$ cat config.mk
export PLATFORM = sky130hd
export DESIGN_NAME = actocf_top
export DESIGN_NICKNAME = d
export VERILOG_FILES = /design/src/actocf_top.v /design/src/actocf_third_order_sinc_filter.v /design/src/actocf_degl.v
export VERILOG_INCLUDE_DIRS = /design/src
export SDC_FILE = /design/constraint.sdc
export NUM_CORES = 2
export LEC_CHECK = 0
export BUFFER_PORTS_ARGS = -buffer_cell sky130_fd_sc_hd__clkbuf_2
export CAP_MARGIN = 20
export CORE_UTILIZATION = 40
export CTS_CLUSTER_SIZE = 10
export DETAILED_ROUTE_END_ITERATION = 6
export PLACE_DENSITY_LB_ADDON = 0.08
export SYNTH_ARGS = -nofsm -noshare
export SYNTH_HDL_FRONTEND = slang
export SYNTH_HIERARCHICAL = 1
export SYNTH_SLANG_ARGS = --single-unit
$ cat constraint.sdc
create_clock -name CLK_I -period 29.7 [get_ports CLK_I]
set_clock_uncertainty 0.15 [all_clocks]
set_input_delay 2.97 -clock CLK_I [delete_from_list [all_inputs] [get_ports CLK_I]]
set_output_delay 2.97 -clock CLK_I [all_outputs]
set_load 0.02 [all_outputs]
$ cat src/actocf_map.vh
// Purpose: register indices, field positions, reset values and fast filter and calibration constants of the
//          current-sense channel trim and overcurrent comparator block
// Assumes: byte address of a register is four times its index
// Notes:   definitions only
`ifndef ACTOCF_MAP_VH
`define ACTOCF_MAP_VH

// ----------------------------------------------------------------------------
// register indices
// ----------------------------------------------------------------------------
`define ACTOCF_IDX_OFS_HI     8'hC4
`define ACTOCF_IDX_OFS_LO     8'hC5
`define ACTOCF_IDX_GAIN       8'hC6
`define ACTOCF_IDX_CFG        8'hC7
`define ACTOCF_IDX_THR_HI     8'hC8
`define ACTOCF_IDX_THR_LO     8'hC9
`define ACTOCF_IDX_STAT       8'hD0
`define ACTOCF_IDX_MASK       8'hD1
`define ACTOCF_IDX_PINCTL     8'hD2

// ----------------------------------------------------------------------------
// fields
// ----------------------------------------------------------------------------
`define ACTOCF_CFG_EN_BIT     15
`define ACTOCF_CFG_POL_BIT    14
`define ACTOCF_CFG_RSV_BIT    13
`define ACTOCF_CFG_NUM_HI     12
`define ACTOCF_CFG_NUM_LO     8
`define ACTOCF_OFS_LO_HI      15
`define ACTOCF_OFS_LO_LO      8
`define ACTOCF_STAT_HT_BIT    0
`define ACTOCF_STAT_LT_BIT    1
`define ACTOCF_PIN_SRC_BIT    0
`define ACTOCF_PIN_FMT_BIT    1
`define ACTOCF_PIN_GPO_BIT    2

// ----------------------------------------------------------------------------
// reset values
// ----------------------------------------------------------------------------
`define ACTOCF_RST_OFS_HI     16'h0000
`define ACTOCF_RST_OFS_LO     8'h00
`define ACTOCF_RST_GAIN       16'h0000
`define ACTOCF_RST_CFG        8'h00
`define ACTOCF_RST_THR_HI     16'h7FFF
`define ACTOCF_RST_THR_LO     16'h8000
`define ACTOCF_RST_STAT       2'h0
`define ACTOCF_RST_MASK       2'h0
`define ACTOCF_RST_PINCTL     3'h0

// ----------------------------------------------------------------------------
// fast filter and calibration constants
// ----------------------------------------------------------------------------
`define ACTOCF_FF_OSR_LOG2    6
`define ACTOCF_FF_ACC_W       21
`define ACTOCF_FF_SHIFT       3
`define ACTOCF_GAIN_UNITY     18'h10000
`define ACTOCF_CAL_MAX        24'h7FFFFF
`define ACTOCF_CAL_MIN        24'h800000

`endif

$ cat src/actocf_top.v
// Purpose: offset and gain trim, fast filter overcurrent comparator and fault pin of one
//          current-sense channel, with an AHB-Lite register slave
// Assumes: modulator and raw conversion inputs are synchronous to CLK_I
// Notes:   single-cycle slave, never stalls, always answers OKAY
//
// Contract
// - offset high register holds trim bits 23:8
// - offset low holds bits 7:0, low byte zero
// - offset step is 2*vref/(gain*2^24)
// - gain factor is one plus value/65536
// - enable bit gates filter and comparator together
// - fast filter ignores conversion start and stop
// - fast filter is third_order_sinc_filter with ratio 64
// - polarity bit selects fault pin active level
// - fault active while any trip flag active
// - shared pin shows fault only when selected
// - trip after selected run of beyond results
// - counter restarts when result returns inside
// - deglitch codes map to counts, max 128
// - config bits 7:0 read as zero
// - above high threshold counts, 7FFF disables
// - below low threshold counts, 8000 disables
//
// The AHB-Lite interface to the registers is this design's own decision.
`timescale 1ns/1ns
`include "actocf_map.vh"

module actocf_top (
    input  wire        CLK_I,
    input  wire        RSTN_I,
    input  wire        HSEL_I,
    input  wire [31:0] HADDR_I,
    input  wire [1:0]  HTRANS_I,
    input  wire        HWRITE_I,
    input  wire [2:0]  HSIZE_I,
    input  wire [31:0] HWDATA_I,
    input  wire        HREADY_I,
    output reg  [31:0] HRDATA_O,
    output reg         HREADYOUT_O,
    output reg         HRESP_O,
    input  wire        MOD_STB_I,
    input  wire        MOD_BIT_I,
    input  wire        RAW_VLD_I,
    input  wire [23:0] RAW_DATA_I,
    output reg         CAL_VLD_O,
    output reg  [23:0] CAL_DATA_O,
    output reg         FAULT_OUTPUT_PIN_O,
    output reg         SHARED_PIN_O,
    output reg         SHARED_PIN_OE_O,
    output reg         IRQ_O
);

    // ------------------------------------------------------------------------
    // reset release
    // ------------------------------------------------------------------------
    reg rst_meta_q;
    reg rst_n_q;

    // others reset on rst_n_q
    always @(posedge CLK_I or negedge RSTN_I) begin
        if (!RSTN_I) begin
            rst_meta_q <= 1'b0;
            rst_n_q    <= 1'b0;
        end else begin
            rst_meta_q <= 1'b1;
            rst_n_q    <= rst_meta_q;
        end
    end

    // ------------------------------------------------------------------------
    // registers
    // ------------------------------------------------------------------------
    reg  [15:0] offset_trim_high_q;
    reg  [7:0]  offset_trim_low_q;
    reg  [15:0] gain_trim_value_q;
    reg         comparator_enable_q;
    reg         fault_pin_polarity_q;
    reg         cfg_rsv_q;
    reg  [4:0]  deglitch_count_select_q;
    reg  [15:0] thr_high_q;
    reg  [15:0] thr_low_q;
    reg  [1:0]  stat_q;
    reg  [1:0]  mask_q;
    reg  [2:0]  pinctl_q;

    // ------------------------------------------------------------------------
    // bus slave
    // ------------------------------------------------------------------------
    reg         wr_pend_q;
    reg  [7:0]  wr_idx_q;
    wire        acc_ok;
    wire [7:0]  acc_idx;
    reg  [31:0] rd_mux;
    wire        wr_ofs_hi;
    wire        wr_ofs_lo;
    wire        wr_gain;
    wire        wr_cfg;
    wire        wr_thr_hi;
    wire        wr_thr_lo;
    wire        wr_stat;
    wire        wr_mask;
    wire        wr_pin;

    assign acc_ok  = HSEL_I && HREADY_I && HTRANS_I[1];
    assign acc_idx = HADDR_I[9:2];

    // writes land one edge late
    assign wr_ofs_hi = wr_pend_q && (wr_idx_q == `ACTOCF_IDX_OFS_HI);
    assign wr_ofs_lo = wr_pend_q && (wr_idx_q == `ACTOCF_IDX_OFS_LO);
    assign wr_gain   = wr_pend_q && (wr_idx_q == `ACTOCF_IDX_GAIN);
    assign wr_cfg    = wr_pend_q && (wr_idx_q == `ACTOCF_IDX_CFG);
    assign wr_thr_hi = wr_pend_q && (wr_idx_q == `ACTOCF_IDX_THR_HI);
    assign wr_thr_lo = wr_pend_q && (wr_idx_q == `ACTOCF_IDX_THR_LO);
    assign wr_stat   = wr_pend_q && (wr_idx_q == `ACTOCF_IDX_STAT);
    assign wr_mask   = wr_pend_q && (wr_idx_q == `ACTOCF_IDX_MASK);
    assign wr_pin    = wr_pend_q && (wr_idx_q == `ACTOCF_IDX_PINCTL);

    // unmapped indices read zero and ignore writes
    always @* begin
        rd_mux = 32'h00000000;
        case (acc_idx)
            `ACTOCF_IDX_OFS_HI: rd_mux[15:0] = offset_trim_high_q;
            `ACTOCF_IDX_OFS_LO: rd_mux[15:8] = offset_trim_low_q;
            `ACTOCF_IDX_GAIN:   rd_mux[15:0] = gain_trim_value_q;
            `ACTOCF_IDX_CFG:    rd_mux[15:8] = {comparator_enable_q, fault_pin_polarity_q,
                                                cfg_rsv_q, deglitch_count_select_q};
            `ACTOCF_IDX_THR_HI: rd_mux[15:0] = thr_high_q;
            `ACTOCF_IDX_THR_LO: rd_mux[15:0] = thr_low_q;
            `ACTOCF_IDX_STAT:   rd_mux[1:0]  = stat_q;
            `ACTOCF_IDX_MASK:   rd_mux[1:0]  = mask_q;
            `ACTOCF_IDX_PINCTL: rd_mux[2:0]  = pinctl_q;
            default:            rd_mux       = 32'h00000000;
        endcase
    end

    always @(posedge CLK_I or negedge rst_n_q) begin
        if (!rst_n_q) begin
            wr_pend_q   <= 1'b0;
            wr_idx_q    <= 8'h00;
            HRDATA_O    <= 32'h00000000;
            HREADYOUT_O <= 1'b0;
            HRESP_O     <= 1'b0;
        end else begin
            HREADYOUT_O <= 1'b1;
            HRESP_O     <= 1'b0;
            wr_pend_q   <= acc_ok && HWRITE_I;
            if (acc_ok) begin
                wr_idx_q <= acc_idx;
            end
            if (acc_ok && !HWRITE_I) begin
                HRDATA_O <= rd_mux;
            end
        end
    end

    always @(posedge CLK_I or negedge rst_n_q) begin
        if (!rst_n_q) begin
            offset_trim_high_q      <= `ACTOCF_RST_OFS_HI;
            offset_trim_low_q       <= `ACTOCF_RST_OFS_LO;
            gain_trim_value_q       <= `ACTOCF_RST_GAIN;
            {comparator_enable_q, fault_pin_polarity_q, cfg_rsv_q,
             deglitch_count_select_q} <= `ACTOCF_RST_CFG;
            thr_high_q              <= `ACTOCF_RST_THR_HI;
            thr_low_q               <= `ACTOCF_RST_THR_LO;
            mask_q                  <= `ACTOCF_RST_MASK;
            pinctl_q                <= `ACTOCF_RST_PINCTL;
        end else begin
            if (wr_ofs_hi) begin
                offset_trim_high_q <= HWDATA_I[15:0];
            end
            if (wr_ofs_lo) begin
                offset_trim_low_q <= HWDATA_I[`ACTOCF_OFS_LO_HI:`ACTOCF_OFS_LO_LO];
            end
            if (wr_gain) begin
                gain_trim_value_q <= HWDATA_I[15:0];
            end
            if (wr_cfg) begin
                comparator_enable_q     <= HWDATA_I[`ACTOCF_CFG_EN_BIT];
                fault_pin_polarity_q    <= HWDATA_I[`ACTOCF_CFG_POL_BIT];
                // stored as written; software is expected to keep it zero
                cfg_rsv_q               <= HWDATA_I[`ACTOCF_CFG_RSV_BIT];
                deglitch_count_select_q <= HWDATA_I[`ACTOCF_CFG_NUM_HI:`ACTOCF_CFG_NUM_LO];
            end
            if (wr_thr_hi) begin
                thr_high_q <= HWDATA_I[15:0];
            end
            if (wr_thr_lo) begin
                thr_low_q <= HWDATA_I[15:0];
            end
            if (wr_mask) begin
                mask_q <= HWDATA_I[1:0];
            end
            if (wr_pin) begin
                pinctl_q <= HWDATA_I[2:0];
            end
        end
    end

    // ------------------------------------------------------------------------
    // deglitch count decode
    // ------------------------------------------------------------------------
    reg [7:0] need_cnt;

    // steps of 2 past code 9 up to code 18, one of 4 to code 19, then of 8
    always @* begin
        need_cnt = 8'h00;
        case (deglitch_count_select_q)
            5'h12:   need_cnt = 8'h1C;
            5'h13:   need_cnt = 8'h20;
            default: begin
                if (deglitch_count_select_q < 5'h0A) begin
                    need_cnt = {3'h0, deglitch_count_select_q} + 8'h01;
                end else if (deglitch_count_select_q < 5'h12) begin
                    need_cnt = {2'h0, deglitch_count_select_q, 1'b0} - 8'h08;
                end else begin
                    need_cnt = {deglitch_count_select_q, 3'h0} - 8'h78;
                end
            end
        endcase
    end

    // ------------------------------------------------------------------------
    // fast filter and comparator
    // ------------------------------------------------------------------------
    wire        ff_vld;
    wire [15:0] ff_val;
    wire        cmp_clr;
    wire [1:0]  beyond;
    wire [1:0]  trip;

    // only the enable bit clears the path; start and stop never reach it
    assign cmp_clr = !comparator_enable_q;

    actocf_third_order_sinc_filter u_ff (
        .clk_i     (CLK_I),
        .rst_n_i   (rst_n_q),
        .clr_i     (cmp_clr),
        .mod_stb_i (MOD_STB_I),
        .mod_bit_i (MOD_BIT_I),
        .out_vld_o (ff_vld),
        .out_val_o (ff_val)
    );

    // a strict compare makes the full-scale settings unreachable, so they disable
    assign beyond[`ACTOCF_STAT_HT_BIT] = $signed(ff_val) > $signed(thr_high_q);
    assign beyond[`ACTOCF_STAT_LT_BIT] = $signed(ff_val) < $signed(thr_low_q);

    genvar gi;
    generate
        for (gi = 0; gi < 2; gi = gi + 1) begin : g_dir
            actocf_degl u_degl (
                .clk_i    (CLK_I),
                .rst_n_i  (rst_n_q),
                .clr_i    (cmp_clr),
                .stb_i    (ff_vld),
                .beyond_i (beyond[gi]),
                .need_i   (need_cnt),
                .trip_o   (trip[gi])
            );
        end
    endgenerate

    // trip flags: sticky, write one to clear, a new trip wins over the clear
    always @(posedge CLK_I or negedge rst_n_q) begin
        if (!rst_n_q) begin
            stat_q <= `ACTOCF_RST_STAT;
        end else begin
            stat_q <= (stat_q & ~(wr_stat ? HWDATA_I[1:0] : 2'h0)) | trip;
        end
    end

    // ------------------------------------------------------------------------
    // fault pin, shared pin and interrupt
    // ------------------------------------------------------------------------
    wire fault_act;
    wire fault_lvl;
    wire shared_lvl;

    assign fault_act  = |stat_q;
    assign fault_lvl  = fault_pin_polarity_q ? fault_act : !fault_act;
    assign shared_lvl = pinctl_q[`ACTOCF_PIN_SRC_BIT] ? fault_lvl
                                                      : pinctl_q[`ACTOCF_PIN_GPO_BIT];

    always @(posedge CLK_I or negedge rst_n_q) begin
        if (!rst_n_q) begin
            FAULT_OUTPUT_PIN_O <= 1'b1;
            // released pin rests high
            SHARED_PIN_O       <= 1'b1;
            SHARED_PIN_OE_O    <= 1'b0;
            IRQ_O              <= 1'b0;
        end else begin
            // pins follow status one edge late
            FAULT_OUTPUT_PIN_O <= fault_lvl;
            // open-drain format drives only the low level
            SHARED_PIN_O       <= shared_lvl;
            SHARED_PIN_OE_O    <= !pinctl_q[`ACTOCF_PIN_FMT_BIT] || !shared_lvl;
            IRQ_O              <= |(stat_q & mask_q);
        end
    end

    // ------------------------------------------------------------------------
    // calibration
    // ------------------------------------------------------------------------
    // trim step in volts is set by the analog reference and gain, not here

    wire signed [24:0] cal_diff;
    wire signed [17:0] cal_fac;
    wire signed [42:0] cal_prod;
    wire signed [26:0] cal_shift;

    assign cal_diff  = $signed({RAW_DATA_I[23], RAW_DATA_I})
                     - $signed({offset_trim_high_q[15], offset_trim_high_q,
                                offset_trim_low_q});
    assign cal_fac   = $signed(`ACTOCF_GAIN_UNITY)
                     + $signed({{2{gain_trim_value_q[15]}}, gain_trim_value_q});

    // 25x18 bits fit in 43
    assign cal_prod  = cal_diff * cal_fac;
    assign cal_shift = cal_prod[42:16];

    always @(posedge CLK_I or negedge rst_n_q) begin
        if (!rst_n_q) begin
            CAL_VLD_O  <= 1'b0;
            CAL_DATA_O <= 24'h000000;
        end else begin
            CAL_VLD_O <= RAW_VLD_I;
            if (RAW_VLD_I) begin
                if (cal_shift > $signed({3'h0, `ACTOCF_CAL_MAX})) begin
                    CAL_DATA_O <= `ACTOCF_CAL_MAX;
                end else if (cal_shift < $signed({3'h7, `ACTOCF_CAL_MIN})) begin
                    CAL_DATA_O <= `ACTOCF_CAL_MIN;
                end else begin
                    CAL_DATA_O <= cal_shift[23:0];
                end
            end
        end
    end

endmodule // actocf_top

$ cat src/actocf_third_order_sinc_filter.v
// Purpose: third-order sinc decimator with a fixed oversampling ratio of 64
// Assumes: one modulator bit per strobe, bit 1 means +1 and bit 0 means -1
// Notes:   output is the comb result divided by 8, saturated to signed 16 bits
`timescale 1ns/1ns
`include "actocf_map.vh"

module actocf_third_order_sinc_filter (
    input  wire        clk_i,
    input  wire        rst_n_i,
    input  wire        clr_i,
    input  wire        mod_stb_i,
    input  wire        mod_bit_i,
    output reg         out_vld_o,
    output reg  [15:0] out_val_o
);

    localparam AW = `ACTOCF_FF_ACC_W;

    reg  signed [AW-1:0] int1_q;
    reg  signed [AW-1:0] int2_q;
    reg  signed [AW-1:0] int3_q;
    reg  signed [AW-1:0] dly1_q;
    reg  signed [AW-1:0] dly2_q;
    reg  signed [AW-1:0] dly3_q;
    reg  [`ACTOCF_FF_OSR_LOG2-1:0] dec_cnt_q;
    wire signed [AW-1:0] inc;
    wire signed [AW-1:0] cmb1;
    wire signed [AW-1:0] cmb2;
    wire signed [AW-1:0] cmb3;
    wire signed [AW-1:0] scaled;
    wire                 dec_tick;

    assign inc      = mod_bit_i ? {{(AW-1){1'b0}}, 1'b1} : {AW{1'b1}};
    assign dec_tick = mod_stb_i && (dec_cnt_q == {`ACTOCF_FF_OSR_LOG2{1'b1}});
    // wraparound in the integrators is harmless: the combs undo it
    assign cmb1     = int3_q - dly1_q;
    assign cmb2     = cmb1 - dly2_q;
    assign cmb3     = cmb2 - dly3_q;
    assign scaled   = cmb3 >>> `ACTOCF_FF_SHIFT;

    always @(posedge clk_i or negedge rst_n_i) begin
        if (!rst_n_i) begin
            int1_q    <= {AW{1'b0}};
            int2_q    <= {AW{1'b0}};
            int3_q    <= {AW{1'b0}};
            dly1_q    <= {AW{1'b0}};
            dly2_q    <= {AW{1'b0}};
            dly3_q    <= {AW{1'b0}};
            dec_cnt_q <= {`ACTOCF_FF_OSR_LOG2{1'b0}};
            out_vld_o <= 1'b0;
            out_val_o <= 16'h0000;
        end else if (clr_i) begin
            int1_q    <= {AW{1'b0}};
            int2_q    <= {AW{1'b0}};
            int3_q    <= {AW{1'b0}};
            dly1_q    <= {AW{1'b0}};
            dly2_q    <= {AW{1'b0}};
            dly3_q    <= {AW{1'b0}};
            dec_cnt_q <= {`ACTOCF_FF_OSR_LOG2{1'b0}};
            out_vld_o <= 1'b0;
            out_val_o <= 16'h0000;
        end else begin
            out_vld_o <= dec_tick;
            if (mod_stb_i) begin
                int1_q    <= int1_q + inc;
                int2_q    <= int2_q + int1_q;
                int3_q    <= int3_q + int2_q;
                dec_cnt_q <= dec_cnt_q + 1'b1;
            end
            if (dec_tick) begin
                dly1_q <= int3_q;
                dly2_q <= cmb1;
                dly3_q <= cmb2;
                if (scaled > $signed({{(AW-16){1'b0}}, 16'h7FFF})) begin
                    out_val_o <= 16'h7FFF;
                end else if (scaled < $signed({{(AW-16){1'b1}}, 16'h8000})) begin
                    out_val_o <= 16'h8000;
                end else begin
                    out_val_o <= scaled[15:0];
                end
            end
        end
    end

endmodule // actocf_third_order_sinc_filter

$ cat src/actocf_degl.v
// Purpose: deglitch counter for one threshold direction
// Assumes: stb_i marks one fast filter result, beyond_i qualifies it
// Notes:   trip_o pulses on each beyond result once the run reaches need_i
`timescale 1ns/1ns

module actocf_degl (
    input  wire       clk_i,
    input  wire       rst_n_i,
    input  wire       clr_i,
    input  wire       stb_i,
    input  wire       beyond_i,
    input  wire [7:0] need_i,
    output reg        trip_o
);

    reg [7:0] run_q;

    always @(posedge clk_i or negedge rst_n_i) begin
        if (!rst_n_i) begin
            run_q  <= 8'h00;
            trip_o <= 1'b0;
        end else if (clr_i) begin
            run_q  <= 8'h00;
            trip_o <= 1'b0;
        end else begin
            trip_o <= stb_i && beyond_i && (run_q >= need_i - 8'h01);
            if (stb_i) begin
                if (!beyond_i) begin
                    run_q <= 8'h00;
                end else if (run_q != 8'hFF) begin
                    run_q <= run_q + 8'h01;
                end
            end
        end
    end

endmodule // actocf_degl

==> Flow_metrics.wiki <==
{| class="wikitable"
! Metric !! Value
|-
| Post-Synthesis Cell Area || 36400 sq um
|-
| Run status || completed
|-
| Worst setup slack after layout || 17.14 ns
|-
| Placed cell area || 38100 sq um
|-
| Resize count post-CTS || 0
|-
| Headroom to the max-slew limit || 0.258
|-
| DRC Markers || 0
|-
| RR Endpoint || CAL_DATA_O[18]$_DFFE_PN0P_
|-
| Buffers plus inverters on the worst setup path || 6
|-
| Internal || 1810 uW
|-
| Beginning of the worst register-to-register path || offset_trim_low_q[0]$_DFFE_PN0P_
|-
| Die span in y || 304 um
|-
| Cell with the most instances after synthesis || inv_1
|-
| Starting Density || 0.404
|-
| Synth area leaders || fa_1 22%, dfrtp_1 20%, ha_1 11%
|-
| Critical Path Slowest Stage Cell || xor2_2
|-
| Met1 layer usage reported by global route || 0.282
|-
| Layout filler cell count || 9139
|-
| Drt wl/cell || 18.0 um
|-
| Routed wire length || 96.1 mm
|-
| Layout net count || 4952
|-
| Area used by sequential logic in the layout || 7810 sq um
|-
| Min-delay worst type || reg -> async
|-
| Row count || 110
|-
| Net switching share of the total power || 0.474
|-
| Number of I/O port buffers || 102
|-
| Area share of the largest cell type after synthesis || 0.219
|-
| Min Clock Period, post-route || 12.56 ns
|-
| Critical path class || in -> reg
|-
| Number of hold violations in the final report || 0
|-
| Global-route wire length before repair || 154 mm
|-
| Power density over the cells || 87.0 nW/um^2
|-
| Synthesized instance count || 4103
|-
| Worst skew pair latency || 0.62 ns
|-
| Post-layout instance area || 39600 sq um
|-
| Transition at the pin with the smallest max-transition slack || 1.11 ns
|-
| Synth warnings || 6
|-
| Pre-CTS setup slack || 16.66 ns
|-
| Via count of the first global-routing pass || 27.6k
|-
| Top_reg_cell synth || dfrtp_1
|-
| EDFF count, synth || 0
|-
| Count of endpoints failing setup in the final report || 0
|-
| Initial antenna violation count || 5
|-
| Max incr delay on CP || 0.84 ns
|-
| Die width || 304 um
|-
| Number of maximum-capacitance violations || 0
|-
| Max frequency || 79.6 MHz
|-
| Number of top-level design ports || 164
|-
| Number of flip-flops and latches in the synthesized netlist || 311
|-
| Tcrit/Tclk final || 0.423
|-
| Num CTS Buffers || 43
|-
| Average via count per standard cell || 5.18
|-
| Cell with the most instances on the worst path || fa_1
|-
| Clk pwr share || 0.162
|-
| Leading post-synthesis cells by instance count || 669 x inv_1, 489 x nand2_1, 398 x fa_1
|-
| Post-CTS setup repair buffer count || 0
|-
| LEAKAGE || 0.0195 uW
|-
| Number of DRC markers in iteration 0 || 1519
|-
| GRT Overall Usage || 0.210
|-
| Dominant cell type by area after synthesis || fa_1
|-
| GRT Max-Usage Layer || met2
|-
| Final antenna-violating net count || 0
|-
| Proportion of power drawn by flip-flops and latches || 0.176
|-
| Unique masters post-synth || 90
|-
| Clock Root Buffer || clkbuf_16
|-
| Clock slew seen by the registers of the worst setup and hold paths || 0.08 ns
|-
| Final total power || 3440 uW
|-
| Met2 usage in global routing || 0.360
|-
| Clock Tree Buf Depth || 3
|-
| Family with the most delay on the worst path || compound AO/OA/AOI/OAI gates
|-
| Proportion of power drawn by combinational gates || 0.662
|-
| Standard cell core area || 90000 sq um
|-
| Startpoint type of the worst setup path || primary input
|-
| Relative area change from synthesis to final layout || 8.83%
|-
| Number of hold buffers added after cts || 0
|-
| Share of synthesized registers carrying an async set or reset || 1.00
|-
| CTS tree || done
|-
| Vias || 27.6k
|-
| WHS || 0.132 ns
|-
| Number of clock sinks seen by CTS || 311
|-
| First-pass iteration count of the detailed router || 5
|-
| Register area share after synthesis || 0.214
|-
| Reg2reg path depth || 32
|-
| Required time reported for the critical path endpoint || 30.07 ns
|-
| Htree depth || 2
|-
| Setup slack, reg-to-reg || 19.17 ns
|-
| Total Die Area || 92200 sq um
|-
| Placed wire-length estimate || 72.2 mm
|-
| Type of element capturing the critical path || flip-flop
|-
| Fraction of final layout cells with drive strength greater than 1 || 0.0824
|-
| Sum Neg Setup Slack || 0 ns
|-
| Crit path arrival time || 12.93 ns
|-
| Number of max-slew violations in the final report || 0
|-
| Setup repair after global routing missed its margin || false
|-
| CP Max Fanout || 19
|-
| Final weighted congestion of routability-driven global placement || 0.847
|-
| Maximum number of pins on one net before global-route repair || 156
|-
| Net switching component of the power || 1630 uW
|-
| Avg Inst Size Synth || 8.87 sq um
|-
| Worst vdd ir || 0.117 mV
|-
| Area used by multi-input combinational logic || 25400 sq um
|-
| Global routing usage on met3 || 0.0267
|-
| Sum of overflow across all layers after global routing || 0
|}
-- layer usage --
| metal | vias to the layer above | part of all wire |
|---|---|---|
| met5 | - | 0.00012 |
| met4 | 2 | 0.019 |
| met3 | 105 | 0.035 |
| met2 | 393 | 0.49 |
| met1 | 13762 | 0.46 |
| li1 | 13386 | - |
-- metrics by stage --
stage	utilization	std cells
after floorplan	-	4122
final	0.440	5342
after global placement	0.423	5260
after detailed placement	0.423	5260
after global routing	0.440	5341
after CTS	0.440	5340
-- final cells by class --
type	count	share of cell area
inverter	669	0.0635
tap	1176	0.0371
timing repair buffer	152	0.0227
multi-input combinational	2953	0.642
clock inverter	11	0.00603
antenna	1	0.0000632
sequential	311	0.197
clock buffer	69	0.0317
-- registers in the layout (all words and copies together) (netlist names), 6 cells and up --
| name | cells |
|---|---|
| u_ff/dly3_q | 21 |
| u_ff/int3_q | 21 |
| u_ff/dec_cnt_q | 6 |
| offset_trim_low_q | 8 |
| g_dir.u_degl/run_q | 16 |
| u_ff/out_val_o | 16 |
| offset_trim_high_q | 16 |
| thr_high_q | 16 |
| u_ff/dly2_q | 21 |
| wr_idx_q | 8 |
| u_ff/dly1_q | 21 |
| thr_low_q | 16 |
| u_ff/int1_q | 21 |
| HRDATA_O | 16 |
| gain_trim_value_q | 16 |
| u_ff/int2_q | 21 |
| CAL_DATA_O | 24 |
-- how the worst max path moves through the flow --
| stage | cells past startpoint | slack (ns) | endpoint | start |
|---|---|---|---|---|
| after floorplan | 36 | 18.44 | CAL_DATA_O[2]$_DFFE_PN0P_ | RAW_DATA_I[0] |
| after global placement | 34 | 16.62 | CAL_DATA_O[18]$_DFFE_PN0P_ | RAW_DATA_I[0] |
| after detailed placement | 34 | 16.66 | CAL_DATA_O[18]$_DFFE_PN0P_ | RAW_DATA_I[0] |
| after CTS | 34 | 17.25 | CAL_DATA_O[15]$_DFFE_PN0P_ | RAW_DATA_I[0] |
| after global routing | 36 | 16.52 | CAL_DATA_O[15]$_DFFE_PN0P_ | RAW_DATA_I[0] |
| final | 34 | 17.14 | CAL_DATA_O[18]$_DFFE_PN0P_ | RAW_DATA_I[0] |
-- layout by cell type (no fill, tap or decap), types with 16 or more instances in the layout --
| master | n |
|---|---|
| nor2_1 | 206 |
| a211oi_1 | 36 |
| mux2_2 | 61 |
| nor2b_1 | 45 |
| fa_1 | 398 |
| nand3_1 | 49 |
| conb_1 | 21 |
| dfstp_2 | 18 |
| xor2_1 | 45 |
| nand2b_1 | 33 |
| a22o_1 | 16 |
| clkbuf_1 | 18 |
| nand4_1 | 18 |
| a21o_1 | 79 |
| o21ai_0 | 170 |
| o21bai_1 | 20 |
| o21a_1 | 41 |
| buf_4 | 50 |
| nand2_1 | 489 |
| a31oi_1 | 16 |
| mux2i_1 | 63 |
| ha_1 | 323 |
| inv_1 | 668 |
| clkbuf_2 | 101 |
| nor3_1 | 40 |
| a21oi_1 | 236 |
| o31ai_1 | 17 |
| dfrtp_1 | 292 |
| clkbuf_16 | 43 |
| and3_1 | 17 |
| xnor2_1 | 112 |
| and2_1 | 170 |
-- cell families (layout without fill, tap and decap cells) --
group	Yosys count	in the layout	synth area share
multiplexers	129	129	0.0393
buffers and inverters	858	901	0.0915
XOR/XNOR	166	166	0.0403
other	2	22	0.000206
flip-flops	311	311	0.214
AO/OA/AOI/OAI	776	776	0.137
adder cells (fa/ha/maj)	721	721	0.330
AND/OR/NAND/NOR	1140	1140	0.147
-- power by group through the flow --
stage	sequential, uW	combinational [uW]	clock, uW
after global routing	622	2580	591
after CTS	611	2300	578
after global placement	617	2270	0
final	608	2280	558
after detailed placement	618	2280	0
after floorplan	611	1760	0
(Power assumes the default switching activity.)
